File: src/hw/sio_pkg.sv
// constants, register map and carrier types for the shared i/o port
// How it works
// - An enabled peripheral that actively drives a pin takes the driver; pin stays readable.
// - An enabled but idle peripheral leaves the pin to latch and direction.
// - Peripheral inputs never see a level the port itself is driving.
// - Direction bit 1 makes the pin an input, 0 makes it a driven output.
// - Every reset sets all implemented direction bits, so all pins start as inputs.
// - The latch register reads back the stored latch and writes update it.
// - The pin register reads sampled pin levels; writes to it land in the latch.
// - Unimplemented bits are disabled and read zero in latch, direction and pin.
// - An open-drain bit makes the pin pull low only; clear means push-pull.
// - Pin register reads return zero for pins set as analog inputs.
// - A change on an enabled watched input raises an interrupt request.
// - Up to 21 watched change inputs are supported.
// - Each watched input has its own enable bit across two enable registers.
// - Each watched input has its own weak pull-up enable across two registers.
// - Pins shared only with input functions are driven by the port alone.
// - Peripheral inputs can be routed from any pin of the port by software.
// - A lock with an unlock key sequence guards the peripheral routing.
package sio_pkg;
  // ***************************************************
  // widths
  // ***************************************************
  localparam int PIN_W   = 16;  // port width
  localparam int CN_W    = 21;  // change watch inputs
  localparam int CN_LO_W = 16;  // bits held by the low enable/pull-up registers
  localparam int CN_HI_W = 5;   // bits held by the high registers
  localparam int MAP_N   = 4;   // routed peripheral inputs
  localparam int MAP_FW  = 5;   // width of one routing field
  localparam int ADR_W   = 8;
  // ***************************************************
  // register byte offsets
  // ***************************************************
  localparam logic [ADR_W-1:0] PORT_DIRECTION_OFS   = 8'h00;
  localparam logic [ADR_W-1:0] OUTPUT_LATCH_OFS     = 8'h04;
  localparam logic [ADR_W-1:0] PIN_LEVEL_OFS        = 8'h08;
  localparam logic [ADR_W-1:0] OPEN_DRAIN_OFS       = 8'h0C;
  localparam logic [ADR_W-1:0] ANALOG_CFG_OFS       = 8'h10;
  localparam logic [ADR_W-1:0] CHG_EN_LO_OFS        = 8'h14;
  localparam logic [ADR_W-1:0] CHG_EN_HI_OFS        = 8'h18;
  localparam logic [ADR_W-1:0] PULLUP_LO_OFS        = 8'h1C;
  localparam logic [ADR_W-1:0] PULLUP_HI_OFS        = 8'h20;
  localparam logic [ADR_W-1:0] CHG_STATUS_OFS       = 8'h24;
  localparam logic [ADR_W-1:0] INPUT_MAP_OFS        = 8'h28;
  localparam logic [ADR_W-1:0] MAP_LOCK_OFS         = 8'h2C;
  // ***************************************************
  // fields and reset values
  // ***************************************************
  localparam int CHG_FLAG_BIT  = 0;  // status: sticky change flag, write 1 to clear
  localparam int LOCK_BIT      = 0;  // lock register: 1 = routing locked
  localparam logic [PIN_W-1:0] DIR_RST   = 16'hFFFF;
  localparam logic [PIN_W-1:0] ZERO16    = 16'h0000;
  localparam logic [MAP_N*MAP_FW-1:0] MAP_RST = 20'h00000;
  localparam logic [7:0] UNLOCK_KEY1 = 8'h46;
  localparam logic [7:0] UNLOCK_KEY2 = 8'h57;
  localparam logic       LOCK_RST    = 1'b0;
  // ***************************************************
  // types
  // ***************************************************
  typedef enum logic [1:0] {LK_IDLE, LK_KEY1, LK_OPEN} sio_lock_state_type;
  typedef struct packed {
    logic             cyc;
    logic             stb;
    logic             we;
    logic [ADR_W-1:0] adr;
    logic [3:0]       sel;
    logic [31:0]      dat;
  } sio_wb_req_type;
  typedef struct packed {
    logic [PIN_W-1:0] o;     // level driven when enabled
    logic [PIN_W-1:0] oe_n;  // low while driving
  } sio_pad_out_type;
endpackage

File: src/hw/sio_port.sv
// shared parallel i/o port with change watch and peripheral input routing
//
// Implementation choices: the Wishbone interface to the registers and the placing of the registers.
`timescale 1ns/1ps
`default_nettype none
module sio_port #(
  parameter logic [15:0] IMPL_MASK = 16'hFFFF  // implemented port bits of this variant
) (
  input  wire logic                   clock_i,          // 40 MHz system clock
  input  wire logic                   resetn_i,         // async reset, active low
  input  wire sio_pkg::sio_wb_req_type wb_req_i,        // wishbone request bundle
  output logic                        wb_ack_o,         // wishbone ack
  output logic [31:0]                 wb_dat_o,         // wishbone read data
  input  wire logic [15:0]            pad_i,            // pin levels
  output sio_pkg::sio_pad_out_type    pad_o,            // pin drive and enables
  input  wire logic [15:0]            periph_en_i,      // peripheral enabled on pin
  input  wire logic [15:0]            periph_drive_i,   // peripheral actively driving
  input  wire logic [15:0]            periph_out_i,     // peripheral output level
  output logic [3:0]                  periph_in_o,      // routed peripheral inputs
  input  wire logic [20:0]            change_watch_input_i, // watched inputs
  output logic [20:0]                 pullup_en_o,      // weak pull-up enables
  output logic                        change_irq_o      // change interrupt request
);
  // ***************************************************
  // registers
  // ***************************************************
  logic [15:0] port_direction_reg_r;
  logic [15:0] output_latch_reg_r;
  logic [15:0] pin_level_reg_r;
  logic [15:0] open_drain_select_reg_r;
  logic [15:0] analog_pin_config_reg_r;
  logic [15:0] change_irq_enable_lo_r;
  logic [4:0]  change_irq_enable_hi_r;
  logic [15:0] weak_pullup_enable_lo_r;
  logic [4:0]  weak_pullup_enable_hi_r;
  logic [19:0] input_map_r;
  logic        map_lock_r;
  sio_pkg::sio_lock_state_type lock_st_r;
  sio_pkg::sio_lock_state_type lock_st_nxt;
  logic        ack_r;
  logic [31:0] dat_r;
  logic [20:0] cn_s1_r;
  logic [20:0] cn_s2_r;
  logic [20:0] cn_prev_r;
  logic        chg_flag_r;
  logic [15:0] pad_val_r;
  logic [15:0] pad_oe_n_r;
  logic [3:0]  periph_in_r;

  // ***************************************************
  // bus decode
  // ***************************************************
  logic        req;
  logic        wr;
  logic        rd;
  logic [20:0] enables;
  logic        mismatch;
  logic        clr_flag;
  logic [15:0] periph_act;
  logic [15:0] port_drive;
  logic [15:0] drive;
  logic [15:0] val;

  // byte-lane merge for the 16-bit registers
  function automatic logic [15:0] wmerge(input logic [15:0] old, input logic [31:0] nw, input logic [3:0] sel);
    logic [15:0] res;
    res = old;
    if (sel[0]) begin
      res[7:0] = nw[7:0];
    end
    if (sel[1]) begin
      res[15:8] = nw[15:8];
    end
    return res;
  endfunction

  function automatic logic [19:0] wmerge20(input logic [19:0] old, input logic [31:0] nw, input logic [3:0] sel);
    logic [19:0] res;
    res = old;
    if (sel[0]) begin
      res[7:0] = nw[7:0];
    end
    if (sel[1]) begin
      res[15:8] = nw[15:8];
    end
    if (sel[2]) begin
      res[19:16] = nw[19:16];
    end
    return res;
  endfunction

  // a request is served once; ack drops the cycle after it was given
  assign req = wb_req_i.cyc & wb_req_i.stb & ~ack_r;
  assign wr  = req & wb_req_i.we;
  assign rd  = req & ~wb_req_i.we;

  always_ff @(posedge clock_i or negedge resetn_i) begin
    if (!resetn_i) begin
      ack_r <= 1'b0;
    end else begin
      ack_r <= req;
    end
  end

  // read mux; unmapped offsets read zero and still ack
  always_ff @(posedge clock_i or negedge resetn_i) begin
    if (!resetn_i) begin
      dat_r <= 32'h00000000;
    end else if (rd) begin
      case (wb_req_i.adr)
        sio_pkg::PORT_DIRECTION_OFS: dat_r <= {16'h0000, port_direction_reg_r & IMPL_MASK};
        sio_pkg::OUTPUT_LATCH_OFS:   dat_r <= {16'h0000, output_latch_reg_r & IMPL_MASK};
        sio_pkg::PIN_LEVEL_OFS:      dat_r <= {16'h0000, pin_level_reg_r & ~analog_pin_config_reg_r & IMPL_MASK};
        sio_pkg::OPEN_DRAIN_OFS:     dat_r <= {16'h0000, open_drain_select_reg_r};
        sio_pkg::ANALOG_CFG_OFS:     dat_r <= {16'h0000, analog_pin_config_reg_r};
        sio_pkg::CHG_EN_LO_OFS:      dat_r <= {16'h0000, change_irq_enable_lo_r};
        sio_pkg::CHG_EN_HI_OFS:      dat_r <= {27'h0000000, change_irq_enable_hi_r};
        sio_pkg::PULLUP_LO_OFS:      dat_r <= {16'h0000, weak_pullup_enable_lo_r};
        sio_pkg::PULLUP_HI_OFS:      dat_r <= {27'h0000000, weak_pullup_enable_hi_r};
        sio_pkg::CHG_STATUS_OFS:     dat_r <= {31'h00000000, chg_flag_r};
        sio_pkg::INPUT_MAP_OFS:      dat_r <= {12'h000, input_map_r};
        sio_pkg::MAP_LOCK_OFS:       dat_r <= {30'h00000000, lock_st_r == sio_pkg::LK_OPEN, map_lock_r};
        default:                     dat_r <= 32'h00000000;
      endcase
    end
  end

  // ***************************************************
  // port control registers
  // ***************************************************
  // direction comes up all inputs; unimplemented bits stay zero
  always_ff @(posedge clock_i or negedge resetn_i) begin
    if (!resetn_i) begin
      port_direction_reg_r <= sio_pkg::DIR_RST & IMPL_MASK;
    end else if (wr && wb_req_i.adr == sio_pkg::PORT_DIRECTION_OFS) begin
      port_direction_reg_r <= wmerge(port_direction_reg_r, wb_req_i.dat, wb_req_i.sel) & IMPL_MASK;
    end
  end

  // latch takes writes at its own offset and at the pin offset
  always_ff @(posedge clock_i or negedge resetn_i) begin
    if (!resetn_i) begin
      output_latch_reg_r <= sio_pkg::ZERO16;
    end else if (wr && (wb_req_i.adr == sio_pkg::OUTPUT_LATCH_OFS || wb_req_i.adr == sio_pkg::PIN_LEVEL_OFS)) begin
      output_latch_reg_r <= wmerge(output_latch_reg_r, wb_req_i.dat, wb_req_i.sel) & IMPL_MASK;
    end
  end

  // pins sampled every cycle; a read right after a write sees the old level (software spaces them)
  always_ff @(posedge clock_i or negedge resetn_i) begin
    if (!resetn_i) begin
      pin_level_reg_r <= sio_pkg::ZERO16;
    end else begin
      pin_level_reg_r <= pad_i & IMPL_MASK;
    end
  end

  // plain configuration registers
  always_ff @(posedge clock_i or negedge resetn_i) begin
    if (!resetn_i) begin
      open_drain_select_reg_r <= sio_pkg::ZERO16;
      analog_pin_config_reg_r <= sio_pkg::ZERO16;
      change_irq_enable_lo_r  <= sio_pkg::ZERO16;
      change_irq_enable_hi_r  <= 5'h00;
      weak_pullup_enable_lo_r <= sio_pkg::ZERO16;
      weak_pullup_enable_hi_r <= 5'h00;
    end else if (wr) begin
      case (wb_req_i.adr)
        sio_pkg::OPEN_DRAIN_OFS: open_drain_select_reg_r <= wmerge(open_drain_select_reg_r, wb_req_i.dat, wb_req_i.sel);
        sio_pkg::ANALOG_CFG_OFS: analog_pin_config_reg_r <= wmerge(analog_pin_config_reg_r, wb_req_i.dat, wb_req_i.sel);
        sio_pkg::CHG_EN_LO_OFS:  change_irq_enable_lo_r <= wmerge(change_irq_enable_lo_r, wb_req_i.dat, wb_req_i.sel);
        sio_pkg::CHG_EN_HI_OFS: begin
          if (wb_req_i.sel[0]) begin
            change_irq_enable_hi_r <= wb_req_i.dat[4:0];
          end
        end
        sio_pkg::PULLUP_LO_OFS:  weak_pullup_enable_lo_r <= wmerge(weak_pullup_enable_lo_r, wb_req_i.dat, wb_req_i.sel);
        sio_pkg::PULLUP_HI_OFS: begin
          if (wb_req_i.sel[0]) begin
            weak_pullup_enable_hi_r <= wb_req_i.dat[4:0];
          end
        end
        default: begin
        end
      endcase
    end
  end

  // ***************************************************
  // pin drive
  // ***************************************************
  // an active peripheral owns the driver; an idle one hands the pin to the port.
  // input-only functions never raise drive, so such pins are pure port pins.
  assign periph_act = periph_en_i & periph_drive_i & IMPL_MASK;
  assign port_drive = ~port_direction_reg_r & ~periph_act & IMPL_MASK;
  assign drive      = periph_act | port_drive;
  assign val        = (periph_act & periph_out_i) | (~periph_act & output_latch_reg_r);

  // open drain only ever pulls low, so a 1 releases the pin
  always_ff @(posedge clock_i or negedge resetn_i) begin
    if (!resetn_i) begin
      pad_val_r  <= sio_pkg::ZERO16;
      pad_oe_n_r <= 16'hFFFF;
    end else begin
      pad_val_r  <= val & ~open_drain_select_reg_r;
      pad_oe_n_r <= ~(drive & (~open_drain_select_reg_r | ~val));
    end
  end

  assign pad_o.o    = pad_val_r;
  assign pad_o.oe_n = pad_oe_n_r;

  // ***************************************************
  // peripheral input routing and its lock
  // ***************************************************
  // unlock needs key1 then key2, then one write sets or clears the lock
  always_comb begin
    lock_st_nxt = lock_st_r;
    if (wr && wb_req_i.adr == sio_pkg::MAP_LOCK_OFS && wb_req_i.sel[0]) begin
      case (lock_st_r)
        sio_pkg::LK_IDLE: lock_st_nxt = (wb_req_i.dat[7:0] == sio_pkg::UNLOCK_KEY1) ? sio_pkg::LK_KEY1 : sio_pkg::LK_IDLE;
        sio_pkg::LK_KEY1: lock_st_nxt = (wb_req_i.dat[7:0] == sio_pkg::UNLOCK_KEY2) ? sio_pkg::LK_OPEN : sio_pkg::LK_IDLE;
        sio_pkg::LK_OPEN: lock_st_nxt = sio_pkg::LK_IDLE;
        default:          lock_st_nxt = sio_pkg::LK_IDLE;
      endcase
    end
  end

  always_ff @(posedge clock_i or negedge resetn_i) begin
    if (!resetn_i) begin
      lock_st_r  <= sio_pkg::LK_IDLE;
      map_lock_r <= sio_pkg::LOCK_RST;
    end else begin
      lock_st_r <= lock_st_nxt;
      if (lock_st_r == sio_pkg::LK_OPEN && wr && wb_req_i.adr == sio_pkg::MAP_LOCK_OFS && wb_req_i.sel[0]) begin
        map_lock_r <= wb_req_i.dat[sio_pkg::LOCK_BIT];
      end
    end
  end

  // writes while locked look normal but change nothing
  always_ff @(posedge clock_i or negedge resetn_i) begin
    if (!resetn_i) begin
      input_map_r <= sio_pkg::MAP_RST;
    end else if (wr && wb_req_i.adr == sio_pkg::INPUT_MAP_OFS && !map_lock_r) begin
      input_map_r <= wmerge20(input_map_r, wb_req_i.dat, wb_req_i.sel);
    end
  end

  // a pin the port drives feeds its peripheral a zero, so no loop-through; codes past the port read zero
  always_ff @(posedge clock_i or negedge resetn_i) begin
    if (!resetn_i) begin
      periph_in_r <= 4'h0;
    end else begin
      for (int k = 0; k < sio_pkg::MAP_N; k++) begin
        if (input_map_r[k*5+4]) begin
          periph_in_r[k] <= 1'b0;
        end else begin
          periph_in_r[k] <= pin_level_reg_r[input_map_r[k*5 +: 4]] & ~port_drive[input_map_r[k*5 +: 4]];
        end
      end
    end
  end

  // ***************************************************
  // change watch
  // ***************************************************
  // detection runs on the system clock; with the clock stopped a change is caught on restart
  always_ff @(posedge clock_i or negedge resetn_i) begin
    if (!resetn_i) begin
      cn_s1_r   <= 21'h000000;
      cn_s2_r   <= 21'h000000;
      cn_prev_r <= 21'h000000;
    end else begin
      cn_s1_r   <= change_watch_input_i;
      cn_s2_r   <= cn_s1_r;
      cn_prev_r <= cn_s2_r;
    end
  end

  assign enables  = {change_irq_enable_hi_r, change_irq_enable_lo_r};
  assign mismatch = |((cn_s2_r ^ cn_prev_r) & enables);
  assign clr_flag = wr && wb_req_i.adr == sio_pkg::CHG_STATUS_OFS && wb_req_i.sel[0] && wb_req_i.dat[sio_pkg::CHG_FLAG_BIT];

  // a change in the clearing cycle keeps the flag set
  always_ff @(posedge clock_i or negedge resetn_i) begin
    if (!resetn_i) begin
      chg_flag_r <= 1'b0;
    end else if (mismatch) begin
      chg_flag_r <= 1'b1;
    end else if (clr_flag) begin
      chg_flag_r <= 1'b0;
    end
  end

  assign change_irq_o = chg_flag_r;
  assign pullup_en_o  = {weak_pullup_enable_hi_r, weak_pullup_enable_lo_r};
  assign periph_in_o  = periph_in_r;
  assign wb_ack_o     = ack_r;
  assign wb_dat_o     = dat_r;
endmodule // sio_port
`default_nettype wire

File: config.mk
export PLATFORM = sky130hd
export DESIGN_NAME = sio_port
export DESIGN_NICKNAME = d
export VERILOG_FILES = /design/src/hw/sio_pkg.sv /design/src/hw/sio_port.sv
export SDC_FILE = /design/constraint.sdc
export NUM_CORES = 1
export LEC_CHECK = 0
export BUFFER_PORTS_ARGS = -buffer_cell sky130_fd_sc_hd__buf_2
export CORE_UTILIZATION = 26
export DETAILED_ROUTE_END_ITERATION = 6
export GPL_TIMING_DRIVEN = 0
export SLEW_MARGIN = 20
export SYNTH_ARGS = -nofsm -noshare
export SYNTH_HDL_FRONTEND = slang
export SYNTH_SLANG_ARGS = --single-unit
File: constraint.sdc
create_clock -name clock_i -period 2.2 [get_ports clock_i]
set_input_delay 0.33 -clock clock_i [delete_from_list [all_inputs] [get_ports clock_i]]
set_output_delay 0.33 -clock clock_i [all_outputs]
set_load 0.05 [all_outputs]
==> results of run 1 <==
==> state kept, by name (all words and copies together) (netlist names) <==
signal,flops
analog_pin_config_reg_r,16
change_irq_enable_hi_r,5
change_irq_enable_lo_r,16
change_irq_o,1
cn_prev_r,21
cn_s1_r,21
cn_s2_r,21
input_map_r,20
lock_st_r,2
map_lock_r,1
open_drain_select_reg_r,16
output_latch_reg_r,16
pad_oe_n_r,16
pad_val_r,16
periph_in_o,4
pin_level_reg_r,16
port_direction_reg_r,16
wb_ack_o,1
wb_dat_o,20
weak_pullup_enable_hi_r,5
weak_pullup_enable_lo_r,16
==> final cells by class <==
cell class              instances  area (um2)
diodes                          4        10.0
repair buffers                235        1430
plain buffers                  50         280
well taps                     592         741
flip-flops and latches        266        6700
inverters                      21        78.8
fillers                      4402       29300
multi-input cells             597        4870
clock buffers                  50        1070
clock inverters                12         150
==> cell usage after synthesis, drive strengths merged (3+ instances only) <==
master,count,area share
o21ai,25,0.011
o2111ai,7,0.0052
a22o,24,0.018
nor2,27,0.012
nand4,7,0.0037
nor3,6,0.0025
mux2,160,0.16
o22ai,11,0.0058
o2bb2ai,3,0.0022
dfrtp,234,0.49
a31oi,4,0.0021
xor2,21,0.016
mux2i,5,0.0042
a211oi,5,0.0032
a22oi,33,0.021
a21o,12,0.0076
a32oi,12,0.0089
buf,30,0.017
a21oi,18,0.0085
o211ai,6,0.0038
nand2,76,0.030
nor4b,4,0.0065
a311oi,4,0.0030
dfstp,32,0.071
or3,3,0.0016
inv,21,0.0066
nand3,33,0.015
mux4,4,0.0076
nor3b,3,0.0019
and2,6,0.0032
a221oi,5,0.0037
o221ai,7,0.0052
clkbuf,20,0.0064
nor2b,21,0.011
nand2b,4,0.0021
or4,3,0.0022
==> logic make-up (layout without fill, tap and decap cells) <==
group           count (synthesis)  count (layout)  share of synthesized area
other cells                     1              16                   0.000316
xor+xnor                       21              21                     0.0155
buf+inv                        71             368                     0.0302
simple gates                  206             206                      0.102
compound gates                189             189                      0.118
mux                           169             169                      0.169
flops                         266             266                      0.565
==> per-layer routing <==
metal,track usage,vias to the layer above,routed length [um]
li1,-,3974,-
met1,0.235,4426,18200
met2,0.279,364,18900
met3,0.0658,81,3570
met4,0.0475,18,887
met5,0,-,121
==> repair_timing <==
item / in CTS / in global routing
hold endpoints to repair: 119 / 0
resized for setup: 2 / 4
hold buffers: 39 / 0
setup endpoints to repair: 11 / 10
==> layout by cell type, fill, tap and decap left out, drive strengths merged, types with 18 or more instances in the layout <==
cell,Yosys,layout
clkbuf,20,70
nor2,27,27
nand3,33,33
o21ai,25,25
dlygate4sd3,0,39
mux2,160,160
buf,30,226
dfrtp,234,234
inv,21,22
xor2,21,21
a22oi,33,33
a22o,24,24
nor2b,21,21
dfstp,32,32
a21oi,18,18
nand2,76,76
==> power breakdown <==
part	internal (mW)	switching [mW]	total [mW]	leakage (nW)
combinational	0.293	0.537	0.830	3.22
clock	3.75	2.21	5.96	0.599
sequential	5.01	0.0821	5.09	3.40
==> through the flow <==
step                utilization  hold slack (ns)  power [mW]  worst slack (ns)
finish                    0.344           0.0282        11.9            0.0982
global route              0.344           0.0166        12.3            0.0193
floorplan                     -           0.0344        5.52             0.220
global placement          0.305            0.335        5.93             -4.06
CTS                       0.343          0.00570        12.0            0.0162
detailed placement        0.307            0.336        5.96            -0.437
==> final timing paths <==
path | startpoint | to | depth (start not counted)
worst max-delay path | wb_req_i[39] | wb_dat_o[7] | 8
min in group asynchronous | resetn_i | cn_s1_r[13] | 2
worst min register to register | cn_s1_r[2] | cn_s2_r[2] | 0
worst max register to register | wb_ack_o | open_drain_select_reg_r[8] | 5
worst min-delay path | wb_req_i[19] | input_map_r[19] | 2
max in group asynchronous | resetn_i | pad_oe_n_r[0] | 3
==> worst max-delay path: cells and delay by family <==
kind	cells	cell delay [ns]
AND/OR/NAND/NOR	1	0.82
AO/OA/AOI/OAI	4	0.71
buffers and inverters	3	0.68
==> results.toml, run 1 <==
[outcome]
status = "finished clean"

[synth]
synth_cells = 923
yosys_register_bits = 266
syn_area_mm2 = 0.0119
syn_area_per_cell_um2 = 12.8
yosys_warnings = 0
seq_area_frac_synth = 0.565
synth_ff_type = "dfrtp_1"
postSynth.asyncResetShare = 1.00
synth-edff-count = 0
ys_types = 72

[worst_hold_path]
hold_class = "in2reg"

[global_route]
grt_pass1_wl_um = 60700
track_usage = 0.180
antenna_found_initial = 13
grt_overflow = 0
grt_max_degree = 97
grt_pass1_vias = 8969

[die]
io_pins = 225
dieHeight_um = 216
dieArea_mm2 = 0.0465
core_region_area_mm2 = 0.0446
start_util = 0.266
chipWidth_um = 216
rows = 77

[routing]
dr.pass1.iters = 5
final_antenna_net_count = 0
drtIter0Drc = 703
via_per_inst = 4.85
drt-wirelength-per-cell_um = 22.8
vias = 8863
drc = 0
wirelength_um = 41700

[critical_path]
cp.arrival_ns = 2.57
rrSetupSlack_ns = 0.13
critical_path.max_fanout = 10
critPathRequiredTime_ns = 2.66
critPathLaunchType = "primary input"
crit_slowest_cell = "nor2_1"
slowest_delay_ns = 0.82
crit_chain = "buf_2 -> buf_4 -> clkbuf_1 -> nor2_1 -> a22oi_1 -> o22ai_1 -> a211oi_1 -> o21ai_0"
path_class = "in2reg"
cp-end-kind = "flip-flop"

[final_layout]
stdcell_area_mm2 = 0.0153
drive_gt1_frac = 0.410
layout.cells.non_filler = 1827
area_delta_synth_final_pct = 29.2
final_nets = 1339

[job]
maxCapViolCount = 0

[sta]
finalCritPeriodShare = 0.955
slew_violations = 0
rsz0062_at_grt = "no"
setup_violations = 0
final_period_minus_worst_setup_slack_ns = 2.10
fmax_mhz = 476
skew_ns = 0.0188
finalHoldViolations = 0
relSlewSlack = 0.376
worst_slew_pin_slew_ns = 0.933
fin_tns_setup_ns = 0

[placement]
placed_area_mm2 = 0.0137
place.gp.congestion = 0.922
portBuffers = 194
dp_hpwl_um = 31100
place_inst = 1722

[clock_network]
cts_made_buffers = 34
ctsRootBufferMaster = "clkbuf_16"
cts_sinks = 266
cts_tree = "done"
clock_latency_ns = 0.55
cts_buffer_depth = 3
cts_max_level = 2
cts_setup_buffers = 0
clk_pin_slew_ns = 0.06

[pwr]
ir_worst_vdd_mv = 0.483
powerDensity_mw_per_mm2 = 775
p_leak_nw = 7.22
Note: power is estimated with default switching activity, not from simulation.
==> run 2: changes to the inputs <==
--- a/config.mk
+++ b/config.mk
@@ -5,6 +5,7 @@
 export SDC_FILE = /design/constraint.sdc
 export NUM_CORES = 1
 export LEC_CHECK = 0
+export ABC_AREA = 1
 export BUFFER_PORTS_ARGS = -buffer_cell sky130_fd_sc_hd__buf_2
 export CORE_UTILIZATION = 26
 export DETAILED_ROUTE_END_ITERATION = 6
==> results.toml, run 2 <==
[synth]
yosysMostFrequentCell = "nand2_1"
synth-edff-count = 0
synthAdderAreaFrac = 0
synth_cells = 1514
ys_types = 31
syn_area_mm2 = 0.0122
synth_compound_area_frac = 0.0927
yosys.area_share.simple = 0.286
synth_xor_area_frac = 0.00215
synth_top_family_by_area = "simple AND/OR/NAND/NOR gates"
yosys_register_bits = 266
synth_area_leaders = "dfrtp_1 (48%), nand2_1 (17%), dfstp_2 (6.9%)"
synth.mux.area_fraction = 0.00820
yosys.area.top_type_share = 0.480
ys_top_cells_by_count = "nand2_1 (538), dfrtp_1 (234), o21ai_0 (164), nor2_1 (137), nand3_1 (135)"
yosys.area.top_type = "dfrtp_1"
seq_area_frac_synth = 0.549
yosys_warnings = 0
syn_area_per_cell_um2 = 8.06
synth_ff_type = "dfrtp_1"
postSynth.asyncResetShare = 1.00

[routing]
wirelength_um = 43600
drc = 0
drtIter0Drc = 842
dr.pass1.iters = 7
drt-wirelength-per-cell_um = 17.9
via_per_inst = 4.56
vias = 11141
final_antenna_net_count = 0

[pwr]
p_sw_frac = 0.246
ir_worst_vdd_mv = 0.469
p_int_mw = 8.44
pwr-share-seq = 0.456
powerDensity_mw_per_mm2 = 716
p_leak_nw = 7.82
p_clk_frac = 0.470
power.switching_mw = 2.75
p_comb_frac = 0.074

[final_layout]
area_delta_synth_final_pct = 28.1
final_cell_mix = "nand2_1 (538), dfrtp_1 (234), buf_2 (217), o21ai_0 (164), nor2_1 (137)"
final_nets = 1941
fillers = 4945
multi_input_area_mm2 = 0.00479
reg_top3 = "cn_prev_r x21, cn_s1_r x21, cn_s2_r x21"
finalCoreUtilization = 0.336
final_common_cell = "nand2_1"
regArea_mm2 = 0.00670
drive_gt1_frac = 0.202

[critical_path]
crit_chain = "dlygate4sd3_1 -> buf_2 -> nand2_1 -> nor2_2 -> nand2_2 -> nor3_4 -> nand3_1 -> dlygate4sd3_1 -> nand2_1"
cp-end-kind = "flip-flop"
slowest_delay_ns = 0.59
setup.worst_path.start = "wb_req_i[45]"
cp_num_buf_inv = 3
crit_slowest_cell = "dlygate4sd3_1"
path_class = "in2reg"
cp.arrival_ns = 2.67
rr_startpoint = "wb_ack_o"
critical_path.max_fanout = 4
critPathLaunchType = "primary input"
critPathRequiredTime_ns = 2.73
critPathTopFamily = "buffers and inverters"

[sta]
finalHoldViolations = 0
slew_violations = 0
fin_tns_setup_ns = 0
skew_ns = 0.0255
final_period_minus_worst_setup_slack_ns = 2.14
finalCritPeriodShare = 0.973
setup_violations = 0
relSlewSlack = 0.435
worst_slew_pin_slew_ns = 0.844
fmax_mhz = 467
rsz0062_at_grt = "no"

[worst_hold_path]
hold_class = "in2reg"
hp-start = "periph_out_i[4]"

[clock_network]
cts_setup_buffers = 0
cts_buffer_depth = 3
cts_made_buffers = 31
ctsRootBufferMaster = "clkbuf_16"
clk_pin_slew_ns = 0.06
cts_sinks = 266
cts_max_level = 1
cts_tree = "done"
clock_latency_ns = 0.59

[placement]
place.gp.congestion = 0.927
dp_hpwl_um = 32900
portBuffers = 199

[global_route]
grt_pass1_wl_um = 66400
grt_overflow = 0
grt_pass1_vias = 10901
grt_max_degree = 96
antenna_found_initial = 5
track_usage = 0.184

[outcome]
status = "finished clean"

[die]
dieHeight_um = 219
start_util = 0.263
rows = 79
chipWidth_um = 219
core_region_area_mm2 = 0.0465
io_pins = 225
dieArea_mm2 = 0.0478

[job]
maxCapViolCount = 0
run 2: cell types whose count changed after synthesis, moves of 12 or more:
cell,change
nand2_1,+473
a21o_1,-12
nand3_1,+104
o21ai_0,+140
inv_1,+96
nor2b_1,-21
mux2_4,-16
o21ai_2,+16
mux2_2,-141
a32oi_1,-12
a22o_1,-24
nor2_1,+114
a22oi_1,-33
xor2_1,-18
run 2: kinds of logic after synthesis:
kind of cell	count (synthesis)
xor gates and xnor gates	3
other	1
muxes	10
and+or+nand+nor	847
DFF	266
AOI/OAI and AO/OA	209
buffers and inverters	178
run 2: per-stage QoR:
step                instances  power [mW]  hold WS, ns  setup WS [ns]  cell area, um2
floorplan                1525        5.53       0.0344          0.473           12200
global placement         2331        5.93        0.338          -4.16           14000
global route             2442        11.6       0.0307        0.00671           15600
CTS                      2440        11.3       0.0120         0.0747           15600
finish                   2443        11.2       0.0263         0.0599           15600
detailed placement       2334        5.96        0.135         -0.204           14100
run 2: final timing paths:
path                                    to  depth (start not counted)  slack (ns)
setup / recovery           input_map_r[17]                          9        0.06
hold / removal                pad_val_r[4]                          3        0.03
setup reg to reg           input_map_r[17]                          6        0.07
hold reg to reg                 cn_s2_r[4]                          0        0.35
max in group asynchronous     cn_prev_r[0]                          4        1.02
min in group asynchronous    pad_val_r[15]                          2        0.13
run 2: area by class of cell:
type | instances | area share
inverter | 122 | 0.0293
tap | 607 | 0.0486
timing repair buffer | 250 | 0.100
buffer | 55 | 0.0191
clock buffer | 46 | 0.0571
antenna | 4 | 0.000640
sequential | 266 | 0.428
multi-input combinational | 1081 | 0.306
clock inverter | 12 | 0.0100
run 2: power groups by stage:
| stage | combinational [mW] | sequential, mW | clock [mW] |
|---|---|---|---|
| 2_1_floorplan | 0.300 | 5.23 | 0 |
| 6_report | 0.824 | 5.11 | 5.26 |
| 3_5_place_dp | 0.770 | 5.19 | 0 |
| 5_1_grt | 0.912 | 5.12 | 5.61 |
| 3_3_place_gp | 0.743 | 5.19 | 0 |
| 4_1_cts | 0.837 | 5.11 | 5.39 |
run 2: per-layer routing:
layer | vias to the layer above | GRT usage | routed length (um)
met2 | 330 | 0.296 | 20200
met3 | 72 | 0.0380 | 2760
li1 | 5406 | - | -
met5 | - | 0 | 17
met4 | 2 | 0.0544 | 1180
met1 | 5331 | 0.247 | 19500
run 2: repair_timing:
item                                   in CTS  in global routing
endpoints found under the hold margin     202                  0
gates resized for setup                     0                  0
setup endpoints to repair                   0                  1
hold buffers                               48                  0
run 2: tightest hold or removal path, delay by kind of cell:
family	cells	cell delay (ns)
buf+inv	1	0.08
simple gates	1	0.10
mux	1	0.07
